### config.mk
export PLATFORM = sky130hd
export DESIGN_NAME = usb_status_pins
export DESIGN_NICKNAME = d
export VERILOG_FILES = /design/src/design/status_pins_pkg.sv /design/src/design/usb_status_pins.sv /design/src/design/activity_blinker.sv
export SDC_FILE = /design/constraint.sdc
export NUM_CORES = 1
export LEC_CHECK = 0
export ABC_AREA = 1
export BUFFER_PORTS_ARGS = -buffer_cell sky130_fd_sc_hd__buf_2
export CORE_ASPECT_RATIO = 0.9
export CORE_UTILIZATION = 60
export DETAILED_ROUTE_END_ITERATION = 8
export PLACE_DENSITY_LB_ADDON = 0.15
export SLEW_MARGIN = 20
export SYNTH_ARGS = -nofsm -noshare
export SYNTH_HDL_FRONTEND = slang
export SYNTH_SLANG_ARGS = --single-unit
export TNS_END_PERCENT = 10
### constraint.sdc
create_clock -name CLK -period 1.7 [get_ports CLK]
set_clock_uncertainty 0.05 [all_clocks]
set_input_delay 0.34 -clock CLK [delete_from_list [all_inputs] [get_ports CLK]]
set_output_delay 0.34 -clock CLK [all_outputs]
set_load 0.01 [all_outputs]
### src/design/status_pins_pkg.sv
// Shared constants for the USB status, reset and activity indicator pin logic
package status_pins_pkg;
    // Clock rate and indicator timing
    localparam int unsigned CLK_HZ          = 10000000;
    localparam int unsigned BLINK_HZ        = 10;
    // Half period of a 10 Hz toggle, in cycles
    localparam int unsigned BLINK_HALF_CYC  = CLK_HZ / (BLINK_HZ * 2);
    // Least external reset pulse, in ns, and the cycle count (rounded up)
    localparam int unsigned EXT_RST_MIN_NS  = 15000;
    localparam int unsigned CLK_PERIOD_NS   = 100;
    localparam int unsigned EXT_RST_MIN_CYC = (EXT_RST_MIN_NS + CLK_PERIOD_NS - 1) / CLK_PERIOD_NS;
    // Internal reset pulse length driven onto the reset pin
    localparam int unsigned RST_OUT_CYC     = EXT_RST_MIN_CYC;
    // Unit-load threshold of the declared maximum power
    localparam logic [7:0]  UNIT_LOAD_MAX   = 8'h32;

    // Register map
    localparam logic [3:0]  PIN_FUNC_ADDR   = 4'h0;
    localparam logic [3:0]  COND_ONE_ADDR   = 4'h1;
    localparam logic [3:0]  COND_TWO_ADDR   = 4'h2;
    localparam logic [3:0]  MAX_POWER_ADDR  = 4'h3;
    localparam logic [3:0]  CONTROL_ADDR    = 4'h4;
    localparam logic [3:0]  STATUS_ADDR     = 4'h5;

    // Pin function bits
    localparam int unsigned FUNC_TX_BIT     = 0;
    localparam int unsigned FUNC_RX_BIT     = 1;
    localparam int unsigned FUNC_PU_BIT     = 2;
    localparam logic [7:0]  PIN_FUNC_RST    = 8'h04;

    // Condition config bits: select mask and polarity
    localparam int unsigned COND_RESET_BIT  = 0;
    localparam int unsigned COND_SUSP_BIT   = 1;
    localparam int unsigned COND_POWER_BIT  = 2;
    localparam int unsigned COND_POL_BIT    = 7;
    localparam logic [7:0]  COND_ONE_RST    = 8'h82;
    localparam logic [7:0]  COND_TWO_RST    = 8'h02;
    localparam logic [7:0]  MAX_POWER_RST   = 8'h32;

    // Control bits
    localparam int unsigned CTRL_SWRST_BIT  = 0;
    localparam int unsigned CTRL_PULLUP_BIT = 1;
    localparam logic [7:0]  CONTROL_RST     = 8'h00;
endpackage : status_pins_pkg

### src/design/usb_status_pins.sv
// Top: activity indicators, D+ pull-up gate, reset pin and two status outputs
//
// Decided for this implementation: the address map and the address-and-strobe port.
`timescale 1ns/1ps
module usb_status_pins (
    // Clock and reset
    input  wire logic       CLK,
    input  wire logic       RST_N,
    // Register port
    input  wire logic [3:0] ADDR,
    input  wire logic [7:0] WDATA,
    input  wire logic       WR,
    input  wire logic       RD,
    output logic [7:0]      RDATA,
    // UART activity
    input  wire logic       TX_BUSY,
    input  wire logic       RX_BUSY,
    // USB state from the protocol engine
    input  wire logic       USB_BUS_RESET,
    input  wire logic       USB_SUSPENDED,
    input  wire logic       USB_CONFIGURED,
    input  wire logic       BUS_POWER_SENSE_IN,
    // Shared activity pins, four signals each
    input  wire logic       CHAN_A_TX_ACTIVITY_PIN_I,
    output logic            CHAN_A_TX_ACTIVITY_PIN_O,
    output logic            CHAN_A_TX_ACTIVITY_PIN_OE,
    output logic            CHAN_A_TX_ACTIVITY_PIN_PU,
    input  wire logic       CHAN_A_RX_ACTIVITY_PIN_I,
    output logic            CHAN_A_RX_ACTIVITY_PIN_O,
    output logic            CHAN_A_RX_ACTIVITY_PIN_OE,
    output logic            CHAN_A_RX_ACTIVITY_PIN_PU,
    // D+ pull-up enable
    output logic            DPLUS_PULLUP_EN,
    // Open-drain reset pin
    input  wire logic       RESET_PIN_N_I,
    output logic            RESET_PIN_N_O,
    output logic            RESET_PIN_N_OE,
    output logic            CORE_RESET,
    // Status outputs
    output logic            USB_CONDITION_OUT_ONE,
    output logic            USB_CONDITION_OUT_TWO
);
    // Software registers
    logic [7:0] pin_func_r;                    // Activity pin function
    logic [7:0] condition_out_one_config_r;    // Output one select and polarity
    logic [7:0] condition_out_two_config_r;    // Output two select and polarity
    logic [7:0] max_power_r;                   // Declared maximum power
    logic [7:0] control_r;                     // Pull-up request
    logic [7:0] rdata_r;                       // Read data
    // Reset pin logic
    logic [7:0] rst_cnt_r;                     // Drive-low counter
    logic [7:0] ext_cnt_r;                     // External low-time counter
    logic       ext_rst_r;                     // External reset accepted
    logic       bus_rst_d_r;                   // Bus reset, delayed for edge
    // Pin output flops
    logic       tx_o_r, rx_o_r, tx_oe_r, rx_oe_r;
    logic       dp_r, one_r, two_r, rpin_oe_r, core_rst_r;

    // Decode
    wire wr_func  = WR && (ADDR == status_pins_pkg::PIN_FUNC_ADDR);
    wire wr_one   = WR && (ADDR == status_pins_pkg::COND_ONE_ADDR);
    wire wr_two   = WR && (ADDR == status_pins_pkg::COND_TWO_ADDR);
    wire wr_pwr   = WR && (ADDR == status_pins_pkg::MAX_POWER_ADDR);
    wire wr_ctrl  = WR && (ADDR == status_pins_pkg::CONTROL_ADDR);
    // Software reset strobe is self-clearing; it is never stored
    wire sw_rst   = wr_ctrl && WDATA[status_pins_pkg::CTRL_SWRST_BIT];
    wire bus_rst_rise = USB_BUS_RESET && !bus_rst_d_r;
    wire ext_long = (ext_cnt_r >= 8'(status_pins_pkg::EXT_RST_MIN_CYC - 1));
    // Pull-up request gated by bus power
    wire pullup_ok = BUS_POWER_SENSE_IN && control_r[status_pins_pkg::CTRL_PULLUP_BIT];

    // Condition evaluator shared by both outputs
    function automatic logic cond_eval(input logic [7:0] cfg, input logic rst,
                                       input logic susp, input logic cfgd,
                                       input logic [7:0] pwr);
        logic unsafe;
        logic hit;
        unsafe = susp || ((pwr > status_pins_pkg::UNIT_LOAD_MAX) && !cfgd);
        hit = (cfg[status_pins_pkg::COND_RESET_BIT] && rst)
            || (cfg[status_pins_pkg::COND_SUSP_BIT] && susp)
            || (cfg[status_pins_pkg::COND_POWER_BIT] && unsafe);
        // No hit gives the inactive level
        return hit ? cfg[status_pins_pkg::COND_POL_BIT]
                   : ~cfg[status_pins_pkg::COND_POL_BIT];
    endfunction : cond_eval

    wire tx_blink;
    wire rx_blink;
    wire tx_sel = pin_func_r[status_pins_pkg::FUNC_TX_BIT];
    wire rx_sel = pin_func_r[status_pins_pkg::FUNC_RX_BIT];

    activity_blinker u_tx (
        .clk   (CLK),
        .rst_n (RST_N),
        .busy  (TX_BUSY),
        .level (tx_blink)
    );
    activity_blinker u_rx (
        .clk   (CLK),
        .rst_n (RST_N),
        .busy  (RX_BUSY),
        .level (rx_blink)
    );

    // Register writes; reset values make the pins GPIO inputs with pull-up
    always_ff @(posedge CLK or negedge RST_N) begin
        if (!RST_N) begin
            pin_func_r                 <= status_pins_pkg::PIN_FUNC_RST;
            condition_out_one_config_r <= status_pins_pkg::COND_ONE_RST;
            condition_out_two_config_r <= status_pins_pkg::COND_TWO_RST;
            max_power_r                <= status_pins_pkg::MAX_POWER_RST;
            control_r                  <= status_pins_pkg::CONTROL_RST;
        end else begin
            if (wr_func) pin_func_r <= WDATA;
            if (wr_one)  condition_out_one_config_r <= WDATA;
            if (wr_two)  condition_out_two_config_r <= WDATA;
            if (wr_pwr)  max_power_r <= WDATA;
            if (wr_ctrl) control_r <= {6'h00, WDATA[status_pins_pkg::CTRL_PULLUP_BIT], 1'b0};
        end
    end

    // Read data valid the cycle after the strobe only
    always_ff @(posedge CLK or negedge RST_N) begin
        if (!RST_N) begin
            rdata_r <= 8'h00;
        end else if (!RD) begin
            rdata_r <= 8'h00;
        end else begin
            case (ADDR)
                status_pins_pkg::PIN_FUNC_ADDR:  rdata_r <= pin_func_r;
                status_pins_pkg::COND_ONE_ADDR:  rdata_r <= condition_out_one_config_r;
                status_pins_pkg::COND_TWO_ADDR:  rdata_r <= condition_out_two_config_r;
                status_pins_pkg::MAX_POWER_ADDR: rdata_r <= max_power_r;
                status_pins_pkg::CONTROL_ADDR:   rdata_r <= control_r;
                status_pins_pkg::STATUS_ADDR:    rdata_r <= {1'b0, CHAN_A_RX_ACTIVITY_PIN_I,
                    CHAN_A_TX_ACTIVITY_PIN_I, RESET_PIN_N_I, dp_r, two_r, one_r, core_rst_r};
                default:                         rdata_r <= 8'h00;
            endcase
        end
    end

    // Reset pin: external low must last the minimum before it counts
    always_ff @(posedge CLK or negedge RST_N) begin
        if (!RST_N) begin
            ext_cnt_r <= 8'h00;
            ext_rst_r <= 1'b0;
        end else if (RESET_PIN_N_I || rpin_oe_r) begin
            // Our own drive is not mistaken for an external request
            ext_cnt_r <= 8'h00;
            ext_rst_r <= 1'b0;
        end else if (ext_long) begin
            ext_rst_r <= 1'b1;
        end else begin
            ext_cnt_r <= ext_cnt_r + 8'h01;
        end
    end

    // Drive the pin low at power-on and on register or bus reset
    always_ff @(posedge CLK or negedge RST_N) begin
        if (!RST_N) begin
            rst_cnt_r   <= 8'(status_pins_pkg::RST_OUT_CYC);
            bus_rst_d_r <= 1'b0;
            rpin_oe_r   <= 1'b1;
            core_rst_r  <= 1'b1;
        end else begin
            bus_rst_d_r <= USB_BUS_RESET;
            if (sw_rst || bus_rst_rise) begin
                rst_cnt_r <= 8'(status_pins_pkg::RST_OUT_CYC);
            end else if (rst_cnt_r != 8'h00) begin
                rst_cnt_r <= rst_cnt_r - 8'h01;
            end
            rpin_oe_r  <= sw_rst || bus_rst_rise || (rst_cnt_r > 8'h01);
            core_rst_r <= sw_rst || bus_rst_rise || (rst_cnt_r > 8'h01) || ext_rst_r;
        end
    end

    // Pin outputs, all from flops
    always_ff @(posedge CLK or negedge RST_N) begin
        if (!RST_N) begin
            tx_o_r  <= 1'b0;
            rx_o_r  <= 1'b0;
            tx_oe_r <= 1'b0;
            rx_oe_r <= 1'b0;
            dp_r    <= 1'b0;
            one_r   <= 1'b0;   // Inactive for active-high default
            two_r   <= 1'b1;   // Inactive for active-low default
        end else begin
            tx_o_r  <= tx_blink;
            rx_o_r  <= rx_blink;
            tx_oe_r <= tx_sel;
            rx_oe_r <= rx_sel;
            // Pull-up only with bus power present
            dp_r    <= pullup_ok;
            one_r   <= cond_eval(condition_out_one_config_r, USB_BUS_RESET, USB_SUSPENDED,
                                 USB_CONFIGURED, max_power_r);
            two_r   <= cond_eval(condition_out_two_config_r, USB_BUS_RESET, USB_SUSPENDED,
                                 USB_CONFIGURED, max_power_r);
        end
    end

    assign CHAN_A_TX_ACTIVITY_PIN_O  = tx_o_r;
    assign CHAN_A_RX_ACTIVITY_PIN_O  = rx_o_r;
    assign CHAN_A_TX_ACTIVITY_PIN_OE = tx_oe_r;
    assign CHAN_A_RX_ACTIVITY_PIN_OE = rx_oe_r;
    assign CHAN_A_TX_ACTIVITY_PIN_PU = pin_func_r[status_pins_pkg::FUNC_PU_BIT];
    assign CHAN_A_RX_ACTIVITY_PIN_PU = pin_func_r[status_pins_pkg::FUNC_PU_BIT];
    assign DPLUS_PULLUP_EN           = dp_r;
    assign RESET_PIN_N_O             = 1'b0;
    assign RESET_PIN_N_OE            = rpin_oe_r;
    assign CORE_RESET                = core_rst_r;
    assign USB_CONDITION_OUT_ONE     = one_r;
    assign USB_CONDITION_OUT_TWO     = two_r;
    assign RDATA                     = rdata_r;
endmodule : usb_status_pins

### src/design/activity_blinker.sv
// One activity indicator: toggles at 10 Hz while its UART is busy
`timescale 1ns/1ps
module activity_blinker (
    // Clock and reset
    input  wire logic clk,
    input  wire logic rst_n,
    // Activity in, toggle level out
    input  wire logic busy,
    output logic      level
);
    logic [19:0] count_r;   // Half-period counter
    logic        level_r;   // Toggle level
    logic        wrap;      // Half period reached

    assign wrap  = (count_r == 20'(status_pins_pkg::BLINK_HALF_CYC - 1));
    assign level = level_r;

    // Count only while busy; idle parks the pin high, matching the pull-up
    always_ff @(posedge clk or negedge rst_n) begin
        if (!rst_n) begin
            count_r <= 20'h00000;
            level_r <= 1'b1;
        end else if (!busy) begin
            count_r <= 20'h00000;
            level_r <= 1'b1;
        end else if (wrap) begin
            count_r <= 20'h00000;
            level_r <= ~level_r;
        end else begin
            count_r <= count_r + 20'h00001;
        end
    end
endmodule : activity_blinker

======== After elaboration in Yosys (flattened, before gate mapping) ========
Index checks and enable logic that the tools add are counted.
cells by class
  add/subtract/negate cells ............... 4
  multiplexer cells ....................... 18
  bitwise operators ....................... 4
  reductions and logical operators ........ 30
  order comparisons ....................... 3
  eq/ne operators ......................... 10
operators by type and width
  cell                                                            number
  2-to-1 mux 20 bit                                               4
  one-hot mux 8 bit (6 select lines)                              1
  adder 20 x 1 -> 20 bit (second input constant)                  2
  == test 20 x 19 -> 1 bit (second input constant)                2
  2-to-1 mux 8 bit                                                5
  logical AND 1 bit                                               15
  logical OR 1 bit                                                9
  adder 8 x 1 -> 8 bit (second input constant)                    1
  == test 4 x 2 -> 1 bit (second input constant)                  2
  == test 4 x 3 -> 1 bit (second input constant)                  2
  greater-or-equal comparator 8 bit (second input constant)       1
  greater-than comparator 8 x 1 -> 1 bit (second input constant)  1
  greater-than comparator 8 x 6 -> 1 bit (second input constant)  1
  2-to-1 mux 1 bit                                                8
  nonzero test 8 bit                                              1
  subtractor 8 x 1 -> 8 bit (second input constant)               1
  != test 2 x 1 -> 1 bit (second input constant)                  3
  == test 4 x 1 -> 1 bit (second input constant)                  1
  zero test 4 bit                                                 1
  NOT 1 bit                                                       4
  nonzero test 2 bit                                              2
  zero test 1 bit                                                 2
storage, ports and cells
  output and inout port bits .............. 20
  bits in registers ....................... 110
  word-level logic and storage cells ...... 92
  input port bits ......................... 25

======== Depth between registers and ports, before layout ========
Gate-level depths: netlist of run 1.
  depth in word-level cells ............... 6
  mapped depth ............................ 10
  depth with buffers taken out ............ 10

======== Hierarchy ========
From an unflattened synthesis of run 1, not the netlist that was laid out.
second synthesis, totals
  cells, all modules ...................... 691
  area, all modules ....................... 5,686.7 um2
by module, submodules not included
  module            times used  area an instance (um2)  cells each
  usb_status_pins   1           3,256.9                 371
  activity_blinker  2           1,214.9                 160

======== Worst setup path before layout of run 1 ========
Ideal clock, no wire load.
  path type ............................... reg2reg
  start ................................... register rst_cnt_r[1]
  end ..................................... register rst_cnt_r[5]
  arrival ................................. 1.278 ns
  data required time ...................... 1.533 ns
  stages on the path, launching flop included .. 9
  slack ................................... 0.255 ns
  path through ............................ dfstp_2 inv_1 ha_1 nand2_1 nor2_2 nor2_1 nand2_1 nor2_1 nor2_1
on the way
  longest elaborated chain between the ends .. 3
  elaborated cells between the ends (all ways) .. 5
  those cells by class .................... 1 x add/sub; 2 x mux; 2 x reduce/logical
RTL lines
  item                       RTL line                source
  start: declaration         usb_status_pins.sv:51   logic [7:0] rst_cnt_r;
  start signal: assignment   usb_status_pins.sv:161  rst_cnt_r <= 8'(status_pins_pkg::RST_OUT_CYC);
  start signal: assignment   usb_status_pins.sv:168  rst_cnt_r <= 8'(status_pins_pkg::RST_OUT_CYC);
  start signal: assignment   usb_status_pins.sv:170  rst_cnt_r <= rst_cnt_r - 8'h01;
  subtractor 8 x 1 -> 8 bit  usb_status_pins.sv:170
  2-to-1 mux 8 bit           usb_status_pins.sv:169  end else if (rst_cnt_r != 8'h00) begin
  2-to-1 mux 8 bit           usb_status_pins.sv:167  if (sw_rst || bus_rst_rise) begin
Several ways; a longest one is shown, not always the timed one. The select of a mux whose other input is x is not followed.
A chain may end at the register's enable or synchronous reset.

======== Worst setup path in the final report of run 1 ========
  start ................................... register u_rx.count_r[0]
  end ..................................... register u_rx.count_r[13]
on the way
  longest elaborated chain between the ends .. 3
  elaborated cells between the ends (all ways) .. 4
  those cells by class .................... 1 x add/sub; 1 x eq/ne; 2 x mux
RTL lines
  item                                                                RTL line                                        source
  start: declaration                                                  activity_blinker.sv:11                          logic [19:0] count_r;
  start signal: assignment                                            activity_blinker.sv:30                          count_r <= count_r + 20'h00001;
  adder 20 x 1 -> 20 bit or == test 20 x 19 -> 1 bit (tied branches)  activity_blinker.sv:30, activity_blinker.sv:15
  2-to-1 mux 20 bit *                                                 activity_blinker.sv:26                          end else if (wrap) begin
  2-to-1 mux 20 bit *                                                 activity_blinker.sv:23                          end else if (!busy) begin
Every way passes the cells marked *; elsewhere a longest branch is shown, timed or not.

==> impl_summary.md, run 1 <==
Worst setup path
By startpoint and endpoint, the worst setup path is classified as flip-flop to flip-flop. STA classifies the critical path startpoint as a flip-flop. Among all stages on the critical path, the largest delay is contributed by sky130_fd_sc_hd__dfrtp_1. The longest individual stage delay on the worst path is 0.41 ns. Together, buffers and inverters on the worst path number 0. The capturing element type of the critical path is a flip-flop. Data arrives at the worst endpoint at 1.84 ns.

The required time of the worst setup path is 1.97 ns. The family with the most delay on the worst path is simple AND/OR/NAND/NOR gates. The maximum fanout along the worst path is 4. Among the stages of the critical path, the cell type that occurs most often is sky130_fd_sc_hd__nor2_1.

The signal on the critical path passes through ha_1 > nand2_2 > nor2_1 > nand3_1 > nor2_1 > nor2_1 > nand2_1 > nor2_1.

STA
The final setup TNS is 0 ns. Setup slack on the critical path of the routed design comes to 0.127 ns. Static timing analysis puts the maximum clock frequency at 636 MHz.

Across all hold checks on the routed design, the worst slack comes to 0.0181 ns. The final-report hold violation count came to 0. Counting I/O delays and the setup requirement, the final critical path takes 1.57 ns. The number of setup violations in the final report is 0.

Setup repair after global routing could not meet its margin everywhere. The final period utilization is 92.5%. The number of slew-limit violations in the final report came to 0.

Power
The worst voltage drop across the vdd grid is 0.686 mV. The cell-internal power is 3.81 mW. The leakage power summed over all cells is 2.99 nW. Power spread over the standard cell area amounts to 863 mW/mm². In this run, the combinational gates consume 13.5% of the power. The power share of the clock group is 28.4%. In this run, flip-flops and latches consume 58.1% of the power. Overall power consumption after layout is estimated at 5.38 mW. The total net switching power is 1.56 mW. The switching share of total power is 29.1%.

Cells and area
After routing the design area is 0.00623 mm². In the final layout, the multi-input gates occupy 0.00243 mm². The area growth from synthesis to layout is 10.8%.

Counting the fill cells in the layout gives 761. The number of diodes added for antenna fixing is 0. The net count of the finished layout is 787. The proportion of layout cells with a drive suffix above 1 is 17.9%. Summing all flip-flop and latch instances after layout gives 0.00277 mm².

Synthesis
The number of different library cells used by synthesis comes to 36. The commonest register cell after synthesis is sky130_fd_sc_hd__dfrtp_1. The proportion of register bits with asynchronous set or reset after synthesis is 100%.

The cell type with the highest aggregate area in the netlist is sky130_fd_sc_hd__dfrtp_1. After synthesis the netlist holds a flip-flop and latch count of 110. Of the synthesized area, sequential elements account for 49.3%. In the synthesized netlist, the number of instances is 701. By area the synthesized netlist is led by sky130_fd_sc_hd__dfrtp_1, sky130_fd_sc_hd__nand2_1, sky130_fd_sc_hd__dfstp_2, sky130_fd_sc_hd__nor2_1, sky130_fd_sc_hd__inv_1.

The most repeated cell in the gate-level netlist after synthesis is sky130_fd_sc_hd__nand2_1. The post-synthesis net count is 733. Yosys printed 0 warnings.

Counting flops with a built-in enable in the synthesized netlist gives 0. The synthesized area per cell is 8.02 µm². Sorting the synthesized cells by how often they occur yields sky130_fd_sc_hd__nand2_1, sky130_fd_sc_hd__dfrtp_1, sky130_fd_sc_hd__nor2_1. In this run the cell area of the synthesized design comes to 0.00562 mm². The share of synthesized area in the top cell type comes to 41.9%.

Placement
During placement, the flow inserted port buffers numbering 43. The cell area reported after detailed placement is 0.00600 mm². The detailed-placement wirelength estimate is 9090 µm. The final weighted congestion in routability-driven placement is 0.925.

Prior to clock tree synthesis, the placed netlist has a worst setup slack of 0.0946 ns.

Drt
The count of nets left with antenna violations after detail routing is 0. The routed layout has 4696 vias. Dividing the detail-routed wire length by the instance count gives 13.5 µm. The remaining design rule violation count is 0. Using the TritonRoute via totals, the vias-per-cell ratio works out to 5.32.

After detailed routing, the total wire length is 11900 µm. For this run, the detailed router's first-pass iteration total came to 5. The starting DRC count in detailed routing is 274.

Hold path
The type of the tightest min-delay check is input port to flip-flop.

Clock tree
The worst-skew pair later-pin latency is 0.39 ns. Clock-pin slew was measured on the worst setup and hold paths at 0.11 ns. The TritonCTS clock tree is done. The buffer levels on the longest clock path is 2. Once the clock tree was built, the setup fixing pass inserted 0 buffers.

The total number of clock tree sinks is 110. The clock buffer count from CTS is 9. The H-tree generated during clock tree synthesis spans 3 levels. The root buffer cell chosen for the clock tree is sky130_fd_sc_hd__clkbuf_8.

Global route
The number of antenna violations at the first check in global routing was 0. The wire length of the first global-routing pass is 20500 µm. The total routing usage reported by global routing is 26.7%. Summed over all layers, the global routing overflow is 0. The via count of the first global-routing pass is 4434. Entering global routing, the biggest net connects 36 pins.

Outcome
The flow ran to the end, and the final reports show no timing, DRC or antenna violations.

Floorplan
The overall die height is 93.8 µm. The effective utilization at floorplan is 61.9%. The x dimension of the die is 104 µm. The initialized floorplan defines 33 standard-cell rows. The die covers 0.00976 mm². The I/O pin count is 45.

The core region is 0.00908 mm².

Run
The number of maximum-capacitance constraint violations is 0.
-- final timing paths --
kind                            startpoint                  endpoint  slack (ns)  depth (start not counted)
hold reg to reg                 u_tx.level  CHAN_A_TX_ACTIVITY_PIN_O        0.37                          0
hold / removal               USB_BUS_RESET               bus_rst_d_r        0.02                          1
max in group asynchronous            RST_N            max_power_r[5]        0.66                          3
setup reg to reg           u_rx.count_r[0]          u_rx.count_r[13]        0.13                          8
setup / recovery           u_rx.count_r[0]          u_rx.count_r[13]        0.13                          8
min in group asynchronous            RST_N          u_rx.count_r[16]        0.35                          2
-- through the flow --
step,util (%),instances
floorplan,-,701
global placement,66.0,865
detailed placement,66.0,865
CTS,68.3,882
global route,68.6,882
finish,68.6,882
-- cells by family after synthesis --
group                    after synthesis  share of synthesized area [%]
other                                  1                         0.0667
AND/OR/NAND/NOR                      377                           30.4
AO/OA/AOI/OAI                         81                           8.13
XOR/XNOR                              17                           2.65
flip-flops                           110                           49.3
adder cells (fa/ha/maj)                7                           1.56
buffers and inverters                108                           7.90
-- power groups by stage --
stage / combinational, mW / clock [mW] / sequential (mW)
after global routing: 0.840 / 1.64 / 3.16
after global placement: 0.680 / 0 / 3.16
after floorplan: 0.443 / 0 / 3.14
after detailed placement: 0.718 / 0 / 3.17
after CTS: 0.722 / 1.57 / 3.12
final: 0.727 / 1.53 / 3.13
-- state kept, by name, indices dropped and copies added (netlist names), 8 cells and up --
| register | cells |
|---|---|
| RDATA | 8 |
| u_rx.count_r | 20 |
| rst_cnt_r | 8 |
| u_tx.count_r | 20 |
| pin_func_r | 8 |
| condition_out_one_config_r | 8 |
| max_power_r | 8 |
| condition_out_two_config_r | 8 |
| ext_cnt_r | 8 |
-- metal layers --
metal  GRT usage [%]  part of all wire (%)  vias up
met2            44.2                    48      154
met5               0                     0        -
met1            35.3                    45     2193
li1                -                     -     2329
met4            10.8                   2.0        0
met3            4.72                   5.2       20
-- cell type report --
cell class              instances  share of cell area, %
clock buffers                  10                   2.21
clock inverters                 6                  0.884
inverters                     100                   6.03
multi-input cells             483                   39.0
flip-flops and latches        110                   44.5
well taps                     122                   2.45
repair buffers                 51                   4.90
-- cell usage in the layout, fill, tap and decap left out, types with 16 or more instances in the layout --
cell	n
sky130_fd_sc_hd__nor2_1	92
sky130_fd_sc_hd__buf_2	42
sky130_fd_sc_hd__nand2_1	172
sky130_fd_sc_hd__nand4_1	16
sky130_fd_sc_hd__dfstp_2	16
sky130_fd_sc_hd__inv_1	89
sky130_fd_sc_hd__o21ai_0	38
sky130_fd_sc_hd__a21oi_1	17
sky130_fd_sc_hd__dfrtp_1	94
sky130_fd_sc_hd__nand3_1	44
-- timing repair --
| item | CTS | global route |
|---|---|---|
| setup endpoints to repair | 0 | 15 |
| hold buffers | 1 | 0 |
| gates resized for setup | 0 | 8 |
| endpoints found under the hold margin | 22 | 0 |
Note: power is estimated with default switching activity, not from simulation.
==> inputs of run 2 (changes only) <==
--- a/config.mk
+++ b/config.mk
@@ -14,5 +14,6 @@
 export SLEW_MARGIN = 20
 export SYNTH_ARGS = -nofsm -noshare
 export SYNTH_HDL_FRONTEND = slang
+export SYNTH_HIERARCHICAL = 1
 export SYNTH_SLANG_ARGS = --single-unit
 export TNS_END_PERCENT = 10
==> impl_summary.md, run 2 <==
Synthesis
The cell type with the highest aggregate area in the netlist is sky130_fd_sc_hd__dfrtp_1. The count of mapped cells out of synthesis is 691. The post-synthesis sequential element count is 110.

The synthesized design contains 0 enable-type register cells. The fraction of synthesized cell area taken by the top area cell type is 41.4%. Ranked by total cell area, the synthesized netlist is headed by sky130_fd_sc_hd__dfrtp_1, sky130_fd_sc_hd__nand2_1, sky130_fd_sc_hd__dfstp_2, sky130_fd_sc_hd__nor2_1, sky130_fd_sc_hd__inv_1.

The number of unique standard cell types used by synthesis is 37. Counting flops with an async set or reset pin after synthesis yields a share of 100%. The number of synthesis warnings is 6.

Sorting the synthesized cells by how often they occur yields sky130_fd_sc_hd__nand2_1, sky130_fd_sc_hd__nor2_1, sky130_fd_sc_hd__dfrtp_1. For this run, the register share of the synthesized area comes to 48.8%. Averaged over all synthesized cells, the footprint is 8.23 µm². The most used flip-flop cell after synthesis is sky130_fd_sc_hd__dfrtp_1. The area of the mapped netlist is 0.00569 mm². Among all cell types in the netlist, the one instantiated most often is sky130_fd_sc_hd__nand2_1. The post-synthesis net count is 723.

Floorplan
After floorplanning, the core was sized to cover 0.00917 mm². The I/O pin count is 45. The number of core rows is 33.

The die covers 0.00987 mm². In this run the horizontal extent of the chip is 105 µm. The overall die height is 94.4 µm. The initial utilization of the core area, before any placement, comes to 62.0%.

Worst setup path
The endpoint arrival time on the critical path is 1.86 ns. The required time of the worst setup path is 1.93 ns. The family with the most delay on the worst path is simple AND/OR/NAND/NOR gates. The setup slack on the worst flop-to-flop path is 0.07 ns. The most numerous cell type found on the critical path is sky130_fd_sc_hd__nand2_1. The cell with the biggest individual delay on the critical path is sky130_fd_sc_hd__dfrtp_1. The critical path class is flip-flop to flip-flop. The capturing element type of the critical path is a flip-flop. On the worst path, the slowest cell contributes a delay of 0.41 ns. Of all nets on the critical path, the largest fanout is 6. The signal on the critical path passes through inv_1 > ha_1 > nand2_1 > nor2_2 > inv_1 > nand3_1 > nand2_1 > nand2_1 > nor2_1.

The buffering stage count on the worst path with inverters included is 2. The worst setup path is launched from a flip-flop.

Global route
The via count of the first global-routing pass is 4355. The number of antenna violations at the first check in global routing is 0. The total overflow left after global routing is 0. The wire length of the first global-routing pass is 20500 µm.

The largest net degree at the start of global routing is 37. For this run, the total global-route usage over all layers was measured as 26.5%.

Placement
The count of buffers from port buffering is 43. Once detailed placement completed, the half-perimeter wirelength came to 8760 µm. At the end of routability-driven placement, the weighted congestion stood at 0.956.

Before CTS, the worst setup slack after placement is 0.0231 ns.

STA
The slack of the critical path is 0.0661 ns. The final-report hold violation count is 0. The number of slew-limit violations in the final report is 0. The minimum clock period is 1.63 ns.

Setup repair after global routing could not meet its margin everywhere. In the finished design, the share of the clock period the worst path needs comes to 96.1%. The upper clock frequency limit is 612 MHz.

The number of setup violations in the final report is 0.

Cells and area
In the final design database the tool counted 777 nets. 0 antenna diodes ended up in the layout. The leading cell type in the layout, fill and taps excluded is sky130_fd_sc_hd__nand2_1. In the final layout, the share of cells above drive strength 1 is 20.3%. The largest registers in the layout are u_rx/count_r x20, u_tx/count_r x20.

The area overhead of the layout relative to synthesis is 10.7%. The library cells used most frequently in the layout, excluding fill and tap cells, are sky130_fd_sc_hd__nand2_1, sky130_fd_sc_hd__nor2_1, sky130_fd_sc_hd__dfrtp_1.

Drt
The via total after detailed routing is 4494. The count of nets left with antenna violations once routing finished came out at 0. In the routed design, unresolved DRC markers number 0. In the final routed layout, each cell accounts on average for 13.7 µm. The iteration count of the initial detailed-routing pass is 5. Wires add up to 11900 µm. After detailed routing, the number of vias per cell comes to 5.15. In this run, the number of DRC markers left after iteration 0 of detailed routing was 262.

Clock tree
In this run the number of H-tree levels came out at 3. The buffer levels on the longest clock path is 2. The root buffer cell chosen for the clock tree is sky130_fd_sc_hd__clkbuf_8.

In this run, CTS created clock tree buffers numbering 9. Counting every sink on the clock net gives 110. The worst-skew pair later-pin latency is 0.38 ns.

TritonCTS built the clock tree. Clock-pin slew was measured on the worst setup and hold paths at 0.10 ns.

Power
The power per standard cell area is 864 mW/mm². Overall power consumption after layout is estimated at 5.44 mW. VDD sags by at most 0.685 mV.

The leakage power summed over all cells is 3.11 nW.

Hold path
The worst hold path belongs to the class input port to flip-flop.

Run
Max-cap violations in this run came to 0.

Outcome
The run finished with clean final reports.
[run 2: cell types whose count changed in the layout (fill, tap and decap cells not counted), moves of 3 or more]
| cell | delta |
|---|---|
| sky130_fd_sc_hd__nor2_4 | +4 |
| sky130_fd_sc_hd__o21ai_0 | -22 |
| sky130_fd_sc_hd__o21ai_2 | +9 |
| sky130_fd_sc_hd__o21ai_1 | +6 |
| sky130_fd_sc_hd__nand2_4 | +3 |
| sky130_fd_sc_hd__inv_1 | -18 |
| sky130_fd_sc_hd__inv_2 | -3 |
| sky130_fd_sc_hd__xnor2_1 | +4 |
| sky130_fd_sc_hd__nor2_1 | +19 |
| sky130_fd_sc_hd__nand2_1 | +9 |
| sky130_fd_sc_hd__nand4_1 | -13 |
| sky130_fd_sc_hd__nor3_1 | -6 |
| sky130_fd_sc_hd__buf_4 | -3 |
[run 2: metrics by stage]
stage | TNS [ns] | hold slack (ns) | utilization [%] | std cells | instance area (µm²)
2_1_floorplan | 0 | -0.00559 | - | 691 | 5690
3_3_place_gp | 0 | 0.256 | 66.2 | 855 | 6070
5_1_grt | -0.241 | 0.0123 | 68.7 | 872 | 6290
3_5_place_dp | 0 | 0.260 | 66.2 | 855 | 6070
4_1_cts | 0 | 0.0145 | 68.3 | 872 | 6260
6_report | 0 | 0.0307 | 68.7 | 872 | 6290
[run 2: logic make-up after synthesis]
family	share of synthesized area (%)
AO/OA/AOI/OAI	8.51
XOR/XNOR	2.93
adder cells (fa/ha/maj)	1.54
buffers and inverters	6.64
flip-flops	48.8
other	0.0659
AND/OR/NAND/NOR	31.6
[run 2: layout make-up]
class	count	area (µm²)
clock buffers	11	141
clock inverters	5	40.0
fillers	785	2870
inverters	83	318
multi-input cells	492	2570
flip-flops and latches	110	2770
well taps	122	153
repair buffers	49	303
[run 2: worst paths after layout]
path                               start                       endpoint  depth (start not counted)
max                         rst_cnt_r[0]                   rst_cnt_r[5]                          9
min                        USB_BUS_RESET                    bus_rst_d_r                          1
max reg2reg                 rst_cnt_r[0]                   rst_cnt_r[5]                          9
min reg2reg                   u_rx/level       CHAN_A_RX_ACTIVITY_PIN_O                          0
max in group asynchronous          RST_N  condition_out_one_config_r[7]                          3
min in group asynchronous          RST_N                   ext_cnt_r[1]                          2
[run 2: power breakdown]
part	leakage, nW	switching (mW)	internal [mW]
clock network	0.0947	0.907	0.591
registers	1.43	0.201	2.95
logic	1.59	0.478	0.313
total	3.11	1.59	3.85
[run 2: layer usage]
layer  global-route usage (%)  wire length (µm)
met5                        0                 0
met3                     4.83               653
met4                     8.57               162
met1                     35.2              5360
met2                     44.7              5730
[run 2: timing repair]
item,in CTS,in global routing
hold buffers,1,0
hold endpoints to repair,20,0
gates resized for setup,0,7
setup buffers,0,0
endpoints found under the setup margin,0,25
